[config.mk]
export PLATFORM = sky130hd
export DESIGN_NAME = csf_dev_mep_flat
export DESIGN_NICKNAME = d
export VERILOG_FILES = /design/src/design/csf_pkg.sv /design/src/design/csf_link_if.sv /design/src/design/csf_dev_mep.sv /design/src/flat_wrapper.sv
export SDC_FILE = /design/constraint.sdc
export NUM_CORES = 1
export LEC_CHECK = 0
export ABC_AREA = 1
export BUFFER_PORTS_ARGS = -buffer_cell sky130_fd_sc_hd__buf_4
export CAP_MARGIN = 20
export CORE_ASPECT_RATIO = 1.1
export CORE_MARGIN = 2
export CORE_UTILIZATION = 50
export DETAILED_ROUTE_END_ITERATION = 10
export GPL_TIMING_DRIVEN = 0
export PLACE_DENSITY = 0.72
export SYNTH_ARGS = -nofsm -noshare
export SYNTH_HDL_FRONTEND = slang
export SYNTH_SLANG_ARGS = --single-unit
[constraint.sdc]
create_clock -name core_clk -period 3.1 [get_ports core_clk]
set_input_delay 0 -clock core_clk [delete_from_list [all_inputs] [get_ports core_clk]]
set_output_delay 0 -clock core_clk [all_outputs]
set_load 0.02 [all_outputs]
[src/design/csf_pkg.sv]
/*
 * Shared constants, PDU layout and helpers for the client signal fail PDU unit.
 * Assumes a single core clock of 40 MHz and both ends compiled against this package.
 */
package csf_pkg;
    localparam int unsigned CSF_CLK_HZ = 40000000;
    localparam int unsigned CSF_SEC_MS = 1000;
    localparam int unsigned CSF_MIN_S = 60;
    localparam logic [39:0] CSF_SEC_CYC = 40'(longint'(CSF_CLK_HZ) * CSF_SEC_MS / 1000);
    localparam logic [39:0] CSF_MIN_MULT = 40'h00_0000_003C;
    localparam logic [4:0] CSF_VERSION = 5'h00;
    localparam logic [7:0] CSF_OPCODE = 8'h34;
    localparam logic [7:0] CSF_TLV_OFS = 8'h00;
    localparam logic [7:0] CSF_END_TLV = 8'h00;
    localparam int CSF_TYPE_HI = 6;
    localparam int CSF_TYPE_LO = 4;
    localparam int CSF_PER_HI = 3;
    localparam int CSF_PER_LO = 1;
    localparam logic [2:0] CSF_PER_INVALID = 3'h0;
    localparam logic [2:0] CSF_PER_1S = 3'h4;
    localparam logic [2:0] CSF_PER_1M = 3'h6;
    localparam logic [15:0] CSF_CNT_ZERO = 16'h0000;
    localparam logic [15:0] CSF_CNT_ONE = 16'h0001;
    localparam logic [39:0] CSF_TMR_ZERO = 40'h00_0000_0000;
    localparam logic [39:0] CSF_TMR_ONE = 40'h00_0000_0001;

    typedef enum logic [2:0] {
        CSF_LOS = 3'h0,
        CSF_FDI = 3'h1,
        CSF_RDI = 3'h2,
        CSF_DCI = 3'h3
    } csf_type_t;

    typedef struct packed {
        logic [2:0] level;
        logic [4:0] version;
        logic [7:0] opcode;
        logic [7:0] flags;
        logic [7:0] tlv_offset;
        logic [7:0] end_tlv;
        logic drop_elig;
    } csf_pdu_t;

    localparam csf_pdu_t CSF_PDU_IDLE = '0;

    // Bits 7 and 0 of the flags stay zero; the period field is never left at zero
    function automatic csf_pdu_t csf_build(input logic [2:0] level, input logic [2:0] ctype,
                                           input logic per_min);
        csf_pdu_t p;
        p = CSF_PDU_IDLE;
        p.level = level;
        p.version = CSF_VERSION;
        p.opcode = CSF_OPCODE;
        p.flags[CSF_TYPE_HI:CSF_TYPE_LO] = ctype;
        p.flags[CSF_PER_HI:CSF_PER_LO] = per_min ? CSF_PER_1M : CSF_PER_1S;
        p.tlv_offset = CSF_TLV_OFS;
        p.end_tlv = CSF_END_TLV;
        p.drop_elig = 1'b0;
        return p;
    endfunction : csf_build

    function automatic logic csf_is_csf(input csf_pdu_t p);
        return (p.opcode == CSF_OPCODE) && (p.version == CSF_VERSION);
    endfunction : csf_is_csf

    function automatic logic csf_per_ok(input csf_pdu_t p);
        return (p.flags[CSF_PER_HI:CSF_PER_LO] == CSF_PER_1S) || (p.flags[CSF_PER_HI:CSF_PER_LO] == CSF_PER_1M);
    endfunction : csf_per_ok

    function automatic logic [39:0] csf_interval(input logic per_min, input logic [39:0] sec_cyc);
        return per_min ? 40'(sec_cyc * CSF_MIN_MULT) : sec_cyc;
    endfunction : csf_interval

    // Three and a half intervals
    function automatic logic [39:0] csf_loss_time(input logic [39:0] iv);
        return 40'((iv << 1) + iv + (iv >> 1));
    endfunction : csf_loss_time
endpackage : csf_pkg

[src/design/csf_link_if.sv]
/*
 * Point-to-point link carrying CSF PDUs between the local endpoint and its peer.
 * Assumes both ends run on core_clk; each PDU is a one-cycle valid pulse, no back-pressure.
 */
`timescale 1ns/100ps
interface csf_link_if
    import csf_pkg::*;
();
    logic d2p_valid;
    csf_pdu_t d2p_pdu;
    logic p2d_valid;
    csf_pdu_t p2d_pdu;

    modport dev (output d2p_valid, output d2p_pdu, input p2d_valid, input p2d_pdu);
    modport peer (input d2p_valid, input d2p_pdu, output p2d_valid, output p2d_pdu);
endinterface : csf_link_if

[src/design/csf_dev_mep.sv]
/*
 * Local down endpoint: builds and parses CSF PDUs, gates transmission on endpoint state,
 * tracks the remote client fault and keeps the CSF statistics.
 * Assumes client_link_up comes from a pin; all other inputs are on core_clk.
 */
// How it works
// - Level field sent and read, three bits
// - Version zero, opcode 52, classify by it
// - Flags 6:4 carry the fault kind
// - Flags 3:1 carry one second or minute
// - Never send zero period; reject on receive
// - TLV offset sent as zero
// - End TLV octet sent as zero
// - Send only while both endpoints are up
// - One client port; reject group member ports
// - Group client down: wait 3.5 intervals first
// - Count frames and clears; clear resets counts
// - Client fault starts periodic sending until up
// - Non-clear PDU raises remote fault
// - Clear PDU or 3.5 periods silence clears fault
// - Sent frames are drop ineligible
`timescale 1ns/100ps
module csf_dev_mep
    import csf_pkg::*;
#(
    parameter logic [39:0] SEC_CYCLES = CSF_SEC_CYC
) (
    input wire logic core_clk,
    input wire logic rst,
    csf_link_if.dev link,
    input wire logic client_link_up,
    input wire logic local_mep_up,
    input wire logic remote_mep_up,
    input wire logic tx_enable,
    input wire logic [2:0] mep_level,
    input wire logic [2:0] fault_type,
    input wire logic period_min,
    input wire logic bind_req,
    input wire logic bind_is_group,
    input wire logic bind_port_in_group,
    output logic bound,
    output logic bind_reject,
    output logic remote_fault,
    output logic [2:0] rx_level,
    output logic [2:0] rx_type,
    output logic [15:0] tx_frames,
    output logic [15:0] rx_frames,
    output logic [15:0] tx_clears,
    output logic [15:0] rx_clears,
    input wire logic clear_stats
);
    typedef enum logic [2:0] {
        CSF_ST_IDLE = 3'b001,
        CSF_ST_HOLD = 3'b010,
        CSF_ST_SEND = 3'b100
    } csf_st_t;

    logic link_s1_r, link_s2_r;
    csf_st_t st_r, st_nxt;
    logic [39:0] tx_tmr_r, tx_tmr_nxt;
    logic [39:0] rx_tmr_r, rx_tmr_nxt;
    logic bound_r, bound_nxt, group_r, group_nxt, rej_r, rej_nxt;
    logic out_v_r, out_v_nxt;
    csf_pdu_t out_pdu_r, out_pdu_nxt;
    logic rflt_r, rflt_nxt;
    logic [2:0] rlvl_r, rlvl_nxt, rtyp_r, rtyp_nxt;
    logic [15:0] txf_r, txf_nxt, rxf_r, rxf_nxt, txc_r, txc_nxt, rxc_r, rxc_nxt;
    logic [39:0] iv;
    logic gate, fault, rx_csf, rx_ok;
    logic [2:0] rx_kind;

    // Client link is a pin: two flops before use
    always_ff @(posedge core_clk) begin
        if (rst) begin
            link_s1_r <= 1'b1;
            link_s2_r <= 1'b1;
        end else begin
            link_s1_r <= client_link_up;
            link_s2_r <= link_s1_r;
        end
    end

    assign iv = csf_interval(period_min, SEC_CYCLES);
    assign gate = local_mep_up && remote_mep_up && tx_enable && bound_r;
    assign fault = !link_s2_r;
    assign rx_csf = link.p2d_valid && csf_is_csf(link.p2d_pdu);
    assign rx_ok = rx_csf && csf_per_ok(link.p2d_pdu);
    assign rx_kind = link.p2d_pdu.flags[CSF_TYPE_HI:CSF_TYPE_LO];

    // Binding of the single client port
    always_comb begin
        bound_nxt = bound_r;
        group_nxt = group_r;
        rej_nxt = 1'b0;
        if (bind_req) begin
            if (bound_r || (!bind_is_group && bind_port_in_group)) begin
                rej_nxt = 1'b1;
            end else begin
                bound_nxt = 1'b1;
                group_nxt = bind_is_group;
            end
        end
    end

    always_ff @(posedge core_clk) begin
        if (rst) begin
            bound_r <= 1'b0;
            group_r <= 1'b0;
            rej_r <= 1'b0;
        end else begin
            bound_r <= bound_nxt;
            group_r <= group_nxt;
            rej_r <= rej_nxt;
        end
    end

    // Transmit sequencer
    always_comb begin
        st_nxt = st_r;
        tx_tmr_nxt = tx_tmr_r;
        out_v_nxt = 1'b0;
        out_pdu_nxt = out_pdu_r;
        if (!gate) begin
            st_nxt = CSF_ST_IDLE;
            tx_tmr_nxt = CSF_TMR_ZERO;
        end else begin
            unique case (st_r)
                CSF_ST_IDLE: begin
                    if (fault) begin
                        if (group_r) begin
                            st_nxt = CSF_ST_HOLD;
                            tx_tmr_nxt = csf_loss_time(iv);
                        end else begin
                            st_nxt = CSF_ST_SEND;
                            tx_tmr_nxt = CSF_TMR_ZERO;
                        end
                    end
                end
                CSF_ST_HOLD: begin
                    if (!fault) begin
                        st_nxt = CSF_ST_IDLE;
                    end else if (tx_tmr_r <= CSF_TMR_ONE) begin
                        st_nxt = CSF_ST_SEND;
                        tx_tmr_nxt = CSF_TMR_ZERO;
                    end else begin
                        tx_tmr_nxt = tx_tmr_r - CSF_TMR_ONE;
                    end
                end
                CSF_ST_SEND: begin
                    if (!fault) begin
                        // Announce the clear at once instead of leaving the peer to time out
                        st_nxt = CSF_ST_IDLE;
                        out_v_nxt = 1'b1;
                        out_pdu_nxt = csf_build(mep_level, CSF_DCI, period_min);
                    end else if (tx_tmr_r == CSF_TMR_ZERO) begin
                        out_v_nxt = 1'b1;
                        out_pdu_nxt = csf_build(mep_level, fault_type, period_min);
                        tx_tmr_nxt = iv - CSF_TMR_ONE;
                    end else begin
                        tx_tmr_nxt = tx_tmr_r - CSF_TMR_ONE;
                    end
                end
                default: begin
                    st_nxt = CSF_ST_IDLE;
                end
            endcase
        end
    end

    always_ff @(posedge core_clk) begin
        if (rst) begin
            st_r <= CSF_ST_IDLE;
            tx_tmr_r <= CSF_TMR_ZERO;
            out_v_r <= 1'b0;
            out_pdu_r <= CSF_PDU_IDLE;
        end else begin
            st_r <= st_nxt;
            tx_tmr_r <= tx_tmr_nxt;
            out_v_r <= out_v_nxt;
            out_pdu_r <= out_pdu_nxt;
        end
    end

    // Receive side: remote fault with loss timer
    always_comb begin
        rflt_nxt = rflt_r;
        rx_tmr_nxt = rx_tmr_r;
        rlvl_nxt = rlvl_r;
        rtyp_nxt = rtyp_r;
        if (rx_ok) begin
            rlvl_nxt = link.p2d_pdu.level;
            rtyp_nxt = rx_kind;
            if (rx_kind == CSF_DCI) begin
                rflt_nxt = 1'b0;
                rx_tmr_nxt = CSF_TMR_ZERO;
            end else begin
                rflt_nxt = 1'b1;
                rx_tmr_nxt = csf_loss_time(csf_interval(
                    link.p2d_pdu.flags[CSF_PER_HI:CSF_PER_LO] == CSF_PER_1M, SEC_CYCLES));
            end
        end else if (rflt_r) begin
            if (rx_tmr_r <= CSF_TMR_ONE) begin
                rflt_nxt = 1'b0;
                rx_tmr_nxt = CSF_TMR_ZERO;
            end else begin
                rx_tmr_nxt = rx_tmr_r - CSF_TMR_ONE;
            end
        end
    end

    always_ff @(posedge core_clk) begin
        if (rst) begin
            rflt_r <= 1'b0;
            rx_tmr_r <= CSF_TMR_ZERO;
            rlvl_r <= 3'h0;
            rtyp_r <= 3'h0;
        end else begin
            rflt_r <= rflt_nxt;
            rx_tmr_r <= rx_tmr_nxt;
            rlvl_r <= rlvl_nxt;
            rtyp_r <= rtyp_nxt;
        end
    end

    // Statistics; an event in the clear cycle still counts as one
    always_comb begin
        txf_nxt = clear_stats ? CSF_CNT_ZERO : txf_r;
        rxf_nxt = clear_stats ? CSF_CNT_ZERO : rxf_r;
        txc_nxt = clear_stats ? CSF_CNT_ZERO : txc_r;
        rxc_nxt = clear_stats ? CSF_CNT_ZERO : rxc_r;
        if (out_v_r) begin
            txf_nxt = txf_nxt + CSF_CNT_ONE;
            if (out_pdu_r.flags[CSF_TYPE_HI:CSF_TYPE_LO] == CSF_DCI) begin
                txc_nxt = txc_nxt + CSF_CNT_ONE;
            end
        end
        if (rx_ok) begin
            rxf_nxt = rxf_nxt + CSF_CNT_ONE;
            if (rx_kind == CSF_DCI) begin
                rxc_nxt = rxc_nxt + CSF_CNT_ONE;
            end
        end
    end

    always_ff @(posedge core_clk) begin
        if (rst) begin
            txf_r <= CSF_CNT_ZERO;
            rxf_r <= CSF_CNT_ZERO;
            txc_r <= CSF_CNT_ZERO;
            rxc_r <= CSF_CNT_ZERO;
        end else begin
            txf_r <= txf_nxt;
            rxf_r <= rxf_nxt;
            txc_r <= txc_nxt;
            rxc_r <= rxc_nxt;
        end
    end

    assign link.d2p_valid = out_v_r;
    assign link.d2p_pdu = out_pdu_r;
    assign bound = bound_r;
    assign bind_reject = rej_r;
    assign remote_fault = rflt_r;
    assign rx_level = rlvl_r;
    assign rx_type = rtyp_r;
    assign tx_frames = txf_r;
    assign rx_frames = rxf_r;
    assign tx_clears = txc_r;
    assign rx_clears = rxc_r;
endmodule : csf_dev_mep

[src/flat_wrapper.sv]
// flat-port wrapper written by rule: the top's interface ports become plain ports
module csf_dev_mep_flat import csf_pkg::*;
#(
    parameter logic [39:0] SEC_CYCLES = CSF_SEC_CYC
)
  (core_clk, rst, client_link_up, local_mep_up, remote_mep_up, tx_enable, mep_level, fault_type, period_min, bind_req, bind_is_group, bind_port_in_group, bound, bind_reject, remote_fault, rx_level, rx_type, tx_frames, rx_frames, tx_clears, rx_clears, clear_stats, link_d2p_valid, link_d2p_pdu, link_p2d_valid, link_p2d_pdu);
  csf_link_if link_i ();
  input wire logic core_clk;
  input wire logic rst;
  input wire logic client_link_up;
  input wire logic local_mep_up;
  input wire logic remote_mep_up;
  input wire logic tx_enable;
  input wire logic [2:0] mep_level;
  input wire logic [2:0] fault_type;
  input wire logic period_min;
  input wire logic bind_req;
  input wire logic bind_is_group;
  input wire logic bind_port_in_group;
  output logic bound;
  output logic bind_reject;
  output logic remote_fault;
  output logic [2:0] rx_level;
  output logic [2:0] rx_type;
  output logic [15:0] tx_frames;
  output logic [15:0] rx_frames;
  output logic [15:0] tx_clears;
  output logic [15:0] rx_clears;
  input wire logic clear_stats;
  output wire logic [$bits(link_i.d2p_valid)-1:0] link_d2p_valid;
  output wire logic [$bits(link_i.d2p_pdu)-1:0] link_d2p_pdu;
  input wire logic [$bits(link_i.p2d_valid)-1:0] link_p2d_valid;
  input wire logic [$bits(link_i.p2d_pdu)-1:0] link_p2d_pdu;
  assign link_d2p_valid = link_i.d2p_valid;
  assign link_d2p_pdu = link_i.d2p_pdu;
  assign link_i.p2d_valid = link_p2d_valid;
  assign link_i.p2d_pdu = link_p2d_pdu;
  csf_dev_mep #(.SEC_CYCLES(SEC_CYCLES)) u_core (.core_clk(core_clk), .rst(rst), .link(link_i), .client_link_up(client_link_up), .local_mep_up(local_mep_up), .remote_mep_up(remote_mep_up), .tx_enable(tx_enable), .mep_level(mep_level), .fault_type(fault_type), .period_min(period_min), .bind_req(bind_req), .bind_is_group(bind_is_group), .bind_port_in_group(bind_port_in_group), .bound(bound), .bind_reject(bind_reject), .remote_fault(remote_fault), .rx_level(rx_level), .rx_type(rx_type), .tx_frames(tx_frames), .rx_frames(rx_frames), .tx_clears(tx_clears), .rx_clears(rx_clears), .clear_stats(clear_stats));
endmodule
### Word level (Yosys, flattened, before mapping)

Index checks and enable logic that the tools add are counted.

* flip-flop bits (word level): 201
* input port bits: 59
* output and inout port bits: 115

* add/sub/neg operators: 11
* magnitude comparators: 2
* eq/ne operators: 13
* mux-type cells: 39
* bitwise logic cells: 4
* reductions and logical operators: 22

Operators with widths (count)
* 40-bit two-way mux: 10
* 16-bit two-way mux: 10
* 40-bit one-hot mux with 3 select lines: 1
* 40-bit by 1-bit subtractor with 40-bit output (second input constant): 3
* 41-bit two-way mux: 2
* 40-bit by 39-bit adder with 40-bit output: 2
* 40-bit adder: 2
* 40-bit by 1-bit less-or-equal comparator with 1-bit output (second input constant): 2
* 16-bit by 1-bit adder with 16-bit output (second input constant): 4
* 32-bit two-way mux: 2
* 40-bit zero test: 1
* 3-bit two-way mux: 5
* 3-bit by 2-bit == test with 1-bit output (second input constant): 3
* 3-bit == test (second input constant): 3
* 3-bit one-hot mux with 3 select lines: 1
* 8-bit by 6-bit == test with 1-bit output (second input constant): 1
* 1-bit logical AND: 7
* 1-bit two-way mux: 7
* 2-bit != test (second input constant): 3
* 3-bit AND reduction: 2
* 5-bit zero test: 1
* 1-bit NOT: 4
* 4-bit AND reduction: 1
* 2-bit nonzero test: 2
* 10 further kinds: 12

### Logic depth before layout (Yosys ltp)

* depth in word-level cells: 6
* mapped depth: 14
* gate-level depth less buffers: 13

### Worst setup path before layout

No wires, ideal clock.

* path kind: register -> register
* start: reg u_core.txf_r[0] (netlist: u_core.tx_frames[0])
* end: reg u_core.txf_r[12] (netlist: u_core.tx_frames[12])
* setup time: 113 ps
* arrival time: 1759 ps
* required time: 2987 ps
* setup slack: 1228 ps
* stages on the path, launching flop included: 13
* path buffers: 0
* cell sequence: dfxtp_1 > inv_1 > nor2_1 > ha_1 > inv_1 > nor4_1 > nand2_1 > nor2_1 > nand2_1 > nor2_1 > nand2_1 > nand2_1 > nor2_1

* longest elaborated chain between the ends: 3

RTL lines
* from (decl): RTL line csf_dev_mep.sv:67 `logic [15:0] txf_r, txf_nxt, rxf_r, rxf_nxt, txc_r, txc_nxt, rxc_r, rxc_nxt;`
* from (signal assigned): RTL line csf_dev_mep.sv:252 `txf_r <= txf_nxt;`
* 16-bit two-way mux: RTL line csf_dev_mep.sv:227 `txf_nxt = clear_stats ? CSF_CNT_ZERO : txf_r;`
* 16-bit by 1-bit adder with 16-bit output: RTL line csf_dev_mep.sv:232 `txf_nxt = txf_nxt + CSF_CNT_ONE;`
* 16-bit two-way mux: RTL line csf_dev_mep.sv:231 `if (out_v_r) begin`

No other way between the ends.
A chain may end at the register's enable or synchronous reset.

### Worst setup path after layout

* start: in clear_stats
* end: reg u_core.txf_r[12] (netlist: u_core.tx_frames[12])

* longest elaborated chain between the ends: 3

RTL lines
* from (decl): RTL line flat_wrapper.sv:29 `input wire logic clear_stats;`
* 16-bit two-way mux *: RTL line csf_dev_mep.sv:227
* 16-bit by 1-bit adder with 16-bit output: RTL line csf_dev_mep.sv:232
* 16-bit two-way mux *: RTL line csf_dev_mep.sv:231

Mark *: on every way between the ends. The rest lies on a longest branch, timed or not.

==> results.toml <==
[status]
status = "completed"

[setup_path]
start_kind = "input port"
r2r-start = "u_core.tx_tmr_r[0]$_SDFFE_PP0P_"
reg2regPathDepth = 9
worst-endpoint-required_ps = 3450
arrival_ps = 3040
rr_endpoint = "u_core.tx_tmr_r[16]$_SDFFE_PP0P_"
r2r_slack_ps = 900
crit_type = "in2reg"
cp_max_fo = 10
endpoint_kind = "register"

[die]
die-area_um2 = 22900
start_util_pct = 50.9
coreArea_um2 = 21400
io_pins = 174
fp-row-count = 56
dieHeight_um = 159
die_w_um = 145

[sta]
setup_viol = 0
hold_viol = 0
tightest_slew_ps = 755
fin_crit_sh_pct = 86.5
period_needed_ps = 2680
max_freq_mhz = 373
max_slew_margin_pct = 49.5
rsz0062_at_grt = "false"
tns_ps = 0
finalMaxSlewViolations = 0
fin_worst_skew_ps = 15.8
layout_setup_ws_ps = 419

[yosys]
yosys.cell_count.top_type = "nand2_1"
ys_seq_elements = 168
yosys_warnings = 0
yosys.area.top_type = "dfxtp_1"
synth-main-ff-cell = "dfxtp_1"
postSynthAreaPerCell_um2 = 6.27
synth_edf_count = 0
synthCells = 1735
synth_top_area_share_pct = 30.9
synth_cell_types = 55
netlist_top_cells_area = "dfxtp_1, nand2_1, nor2_1, inv_1, a21oi_1"
synthArstFlopShare_pct = 0
synthesis.area_um2 = 10900
synth_common_cells = "nand2_1, nor2_1, inv_1, dfxtp_1, a21oi_1"
yosysSeqAreaShare_pct = 30.9

[global_route]
grtUsageMet3_pct = 4.54
grt-ovfl-total = 0
grt_pass1_vias = 10600
met1_usage_pct = 34.7
antenna_found_initial = 0
grt_pass1_wl_um = 53000
busiest_layer = "met2"
use_met2_pct = 52.7
grt_max_degree = 20
grt_usage_pct = 29.5

[final_layout]
n_fill_cell = 2071
nets = 1994
finalNonFillerCells = 2229
multi_input_area_um2 = 6400
drive_above_1_share_pct = 15.6
antenna_cells = 0
area_growth_pct = 20.2
seq_area_um2 = 3360

[detailed_routing]
drc = 0
vias = 11700
postRouteAntennaNets = 0
via_per_inst = 5.23
wl_um = 34000
post_drt_wl_per_cell_um = 15.3
drtIter0Drc = 878
firstDrtPassIters = 5

[worst_hold_path]
hp-start = "rst"
hp-class = "in2reg"
holdPathEnd = "u_core.link.d2p_valid$_SDFF_PP0_"
min_delay_path_depth = 2

[power]
p_per_area_nw_per_um2 = 355
totalPowerFinal_mw = 4.65
power.leakage_nw = 6.24
max-vdd-ir-drop_v = 0.000401

[flow_run]
maxCapViolCount = 0

[clock_tree]
clock_latency_ps = 450
numCtsBuffers = 17
cts.path.max_buffers = 2
cts_tree = "built"
h-tree-depth = 4
cts_root_buffer = "clkbuf_16"
path_clk_slew_ps = 80
clock_sinks = 168
postCtsSetupRepairBufs = 0

[placed_design]
place_congestion = 0.951
post-place-cells = 2177
place_ws_ps = 610
dp_hpwl_um = 25800
io_buffers = 123
[power breakdown]
group / internal, mW / total [mW] / switching (mW)
clock: 1.09 / 2.18 / 1.09
combinational: 0.116 / 0.300 / 0.184
sequential: 2.16 / 2.16 / 0.00481
[metal layers]
| layer | share of wire, % | vias to the layer above |
|---|---|---|
| met5 | 0 | - |
| met4 | 3.8 | 0 |
| met3 | 6.2 | 96 |
| met2 | 49 | 404 |
| met1 | 41 | 5322 |
| li1 | - | 5841 |
[metrics by stage]
stage / hold slack (ps) / util, % / area, µm²
5_1_grt: 105 / 61.2 / 13100
6_report: 88.9 / 61.2 / 13100
4_1_cts: 71.2 / 61.2 / 13100
3_3_place_gp: 207 / 57.4 / 12300
2_1_floorplan: 104 / - / 11000
3_5_place_dp: 221 / 57.4 / 12300
[layout by cell type, fill, tap and decap left out, types with 4 or more instances in the layout]
| cell | synthesis | routed |
|---|---|---|
| a21oi_1 | 127 | 127 |
| buf_2 | 7 | 7 |
| buf_4 | 36 | 159 |
| buf_6 | 6 | 6 |
| clkbuf_1 | 23 | 23 |
| clkbuf_16 | 0 | 17 |
| clkinv_1 | 4 | 4 |
| clkinv_8 | 0 | 4 |
| conb_1 | 1 | 30 |
| dfxtp_1 | 168 | 168 |
| dlygate4sd3_1 | 0 | 20 |
| ha_1 | 9 | 9 |
| inv_1 | 177 | 177 |
| inv_2 | 10 | 10 |
| inv_8 | 0 | 6 |
| nand2_1 | 416 | 416 |
| nand2_2 | 17 | 17 |
| nand2_4 | 4 | 4 |
| nand3_1 | 100 | 100 |
| nand3_2 | 6 | 6 |
| nand3b_1 | 5 | 5 |
| nand4_1 | 35 | 35 |
| nor2_1 | 314 | 314 |
| nor2_2 | 30 | 30 |
| nor2_4 | 13 | 13 |
| nor3_1 | 20 | 20 |
| nor4_1 | 5 | 5 |
| o21a_1 | 8 | 8 |
| o21ai_0 | 88 | 88 |
| o21ai_1 | 6 | 6 |
| xnor2_1 | 21 | 21 |
| xor2_1 | 40 | 40 |
[cells by family after synthesis]
group | Yosys count | synth area share [%]
DFF | 168 | 30.9
xor gates and xnor gates | 61 | 4.91
other | 1 | 0.0345
adders and majority gates | 9 | 1.04
buffers and inverters | 268 | 11.2
and+or+nand+nor | 982 | 39.9
AOI/OAI and AO/OA | 246 | 12.0
[worst max-delay path, cell delays in order]
cell and delay, ps:
dlygate4sd3_1 540, buf_4 140, buf_6 160, buf_6 160
clkbuf_1 310, nor2_1 250, ha_1 170, inv_1 50
nor4_1 450, nand2_1 160, nor2_1 220, nand2_1 100
nor2_1 140, nand2_1 60, nand2_1 60, nor2_1 40
[sequential cells by signal, indices dropped and copies added, names as in the netlist, 3 cells and up]
name / count
u_core.rx_level: 3
u_core.st_r: 3
u_core.tx_tmr_r: 40
u_core.tx_frames: 16
u_core.rx_clears: 16
u_core.rx_frames: 16
u_core.rx_type: 3
u_core.tx_clears: 16
u_core.link.d2p_pdu: 8
u_core.rx_tmr_r: 40
[worst max path at each step]
stage                                            endpoint                           start  cells after the start
after CTS                 u_core.tx_frames[12]$_SDFF_PP0_                     clear_stats                     16
final                     u_core.tx_frames[12]$_SDFF_PP0_                     clear_stats                     16
after global placement    u_core.tx_frames[12]$_SDFF_PP0_                     clear_stats                     15
after global routing      u_core.tx_frames[12]$_SDFF_PP0_                     clear_stats                     16
after detailed placement  u_core.tx_frames[12]$_SDFF_PP0_                     clear_stats                     15
after floorplan           u_core.tx_frames[12]$_SDFF_PP0_  u_core.tx_frames[0]$_SDFF_PP0_                     12
[layout make-up]
type	instances	share of cell area, %
clock inverters	15	1.33
plain buffers	76	3.76
repair buffers	143	8.60
flip-flops and latches	168	25.7
clock buffers	17	3.25
well taps	290	2.78
inverters	192	5.55
multi-input cells	1328	49.0
[repair_timing]
action | in CTS | in global routing
resized for setup | 0 | 0
hold endpoints to repair | 18 | 0
hold buffers | 20 | 0
No activity file was read; power rests on OpenSTA's default activity.
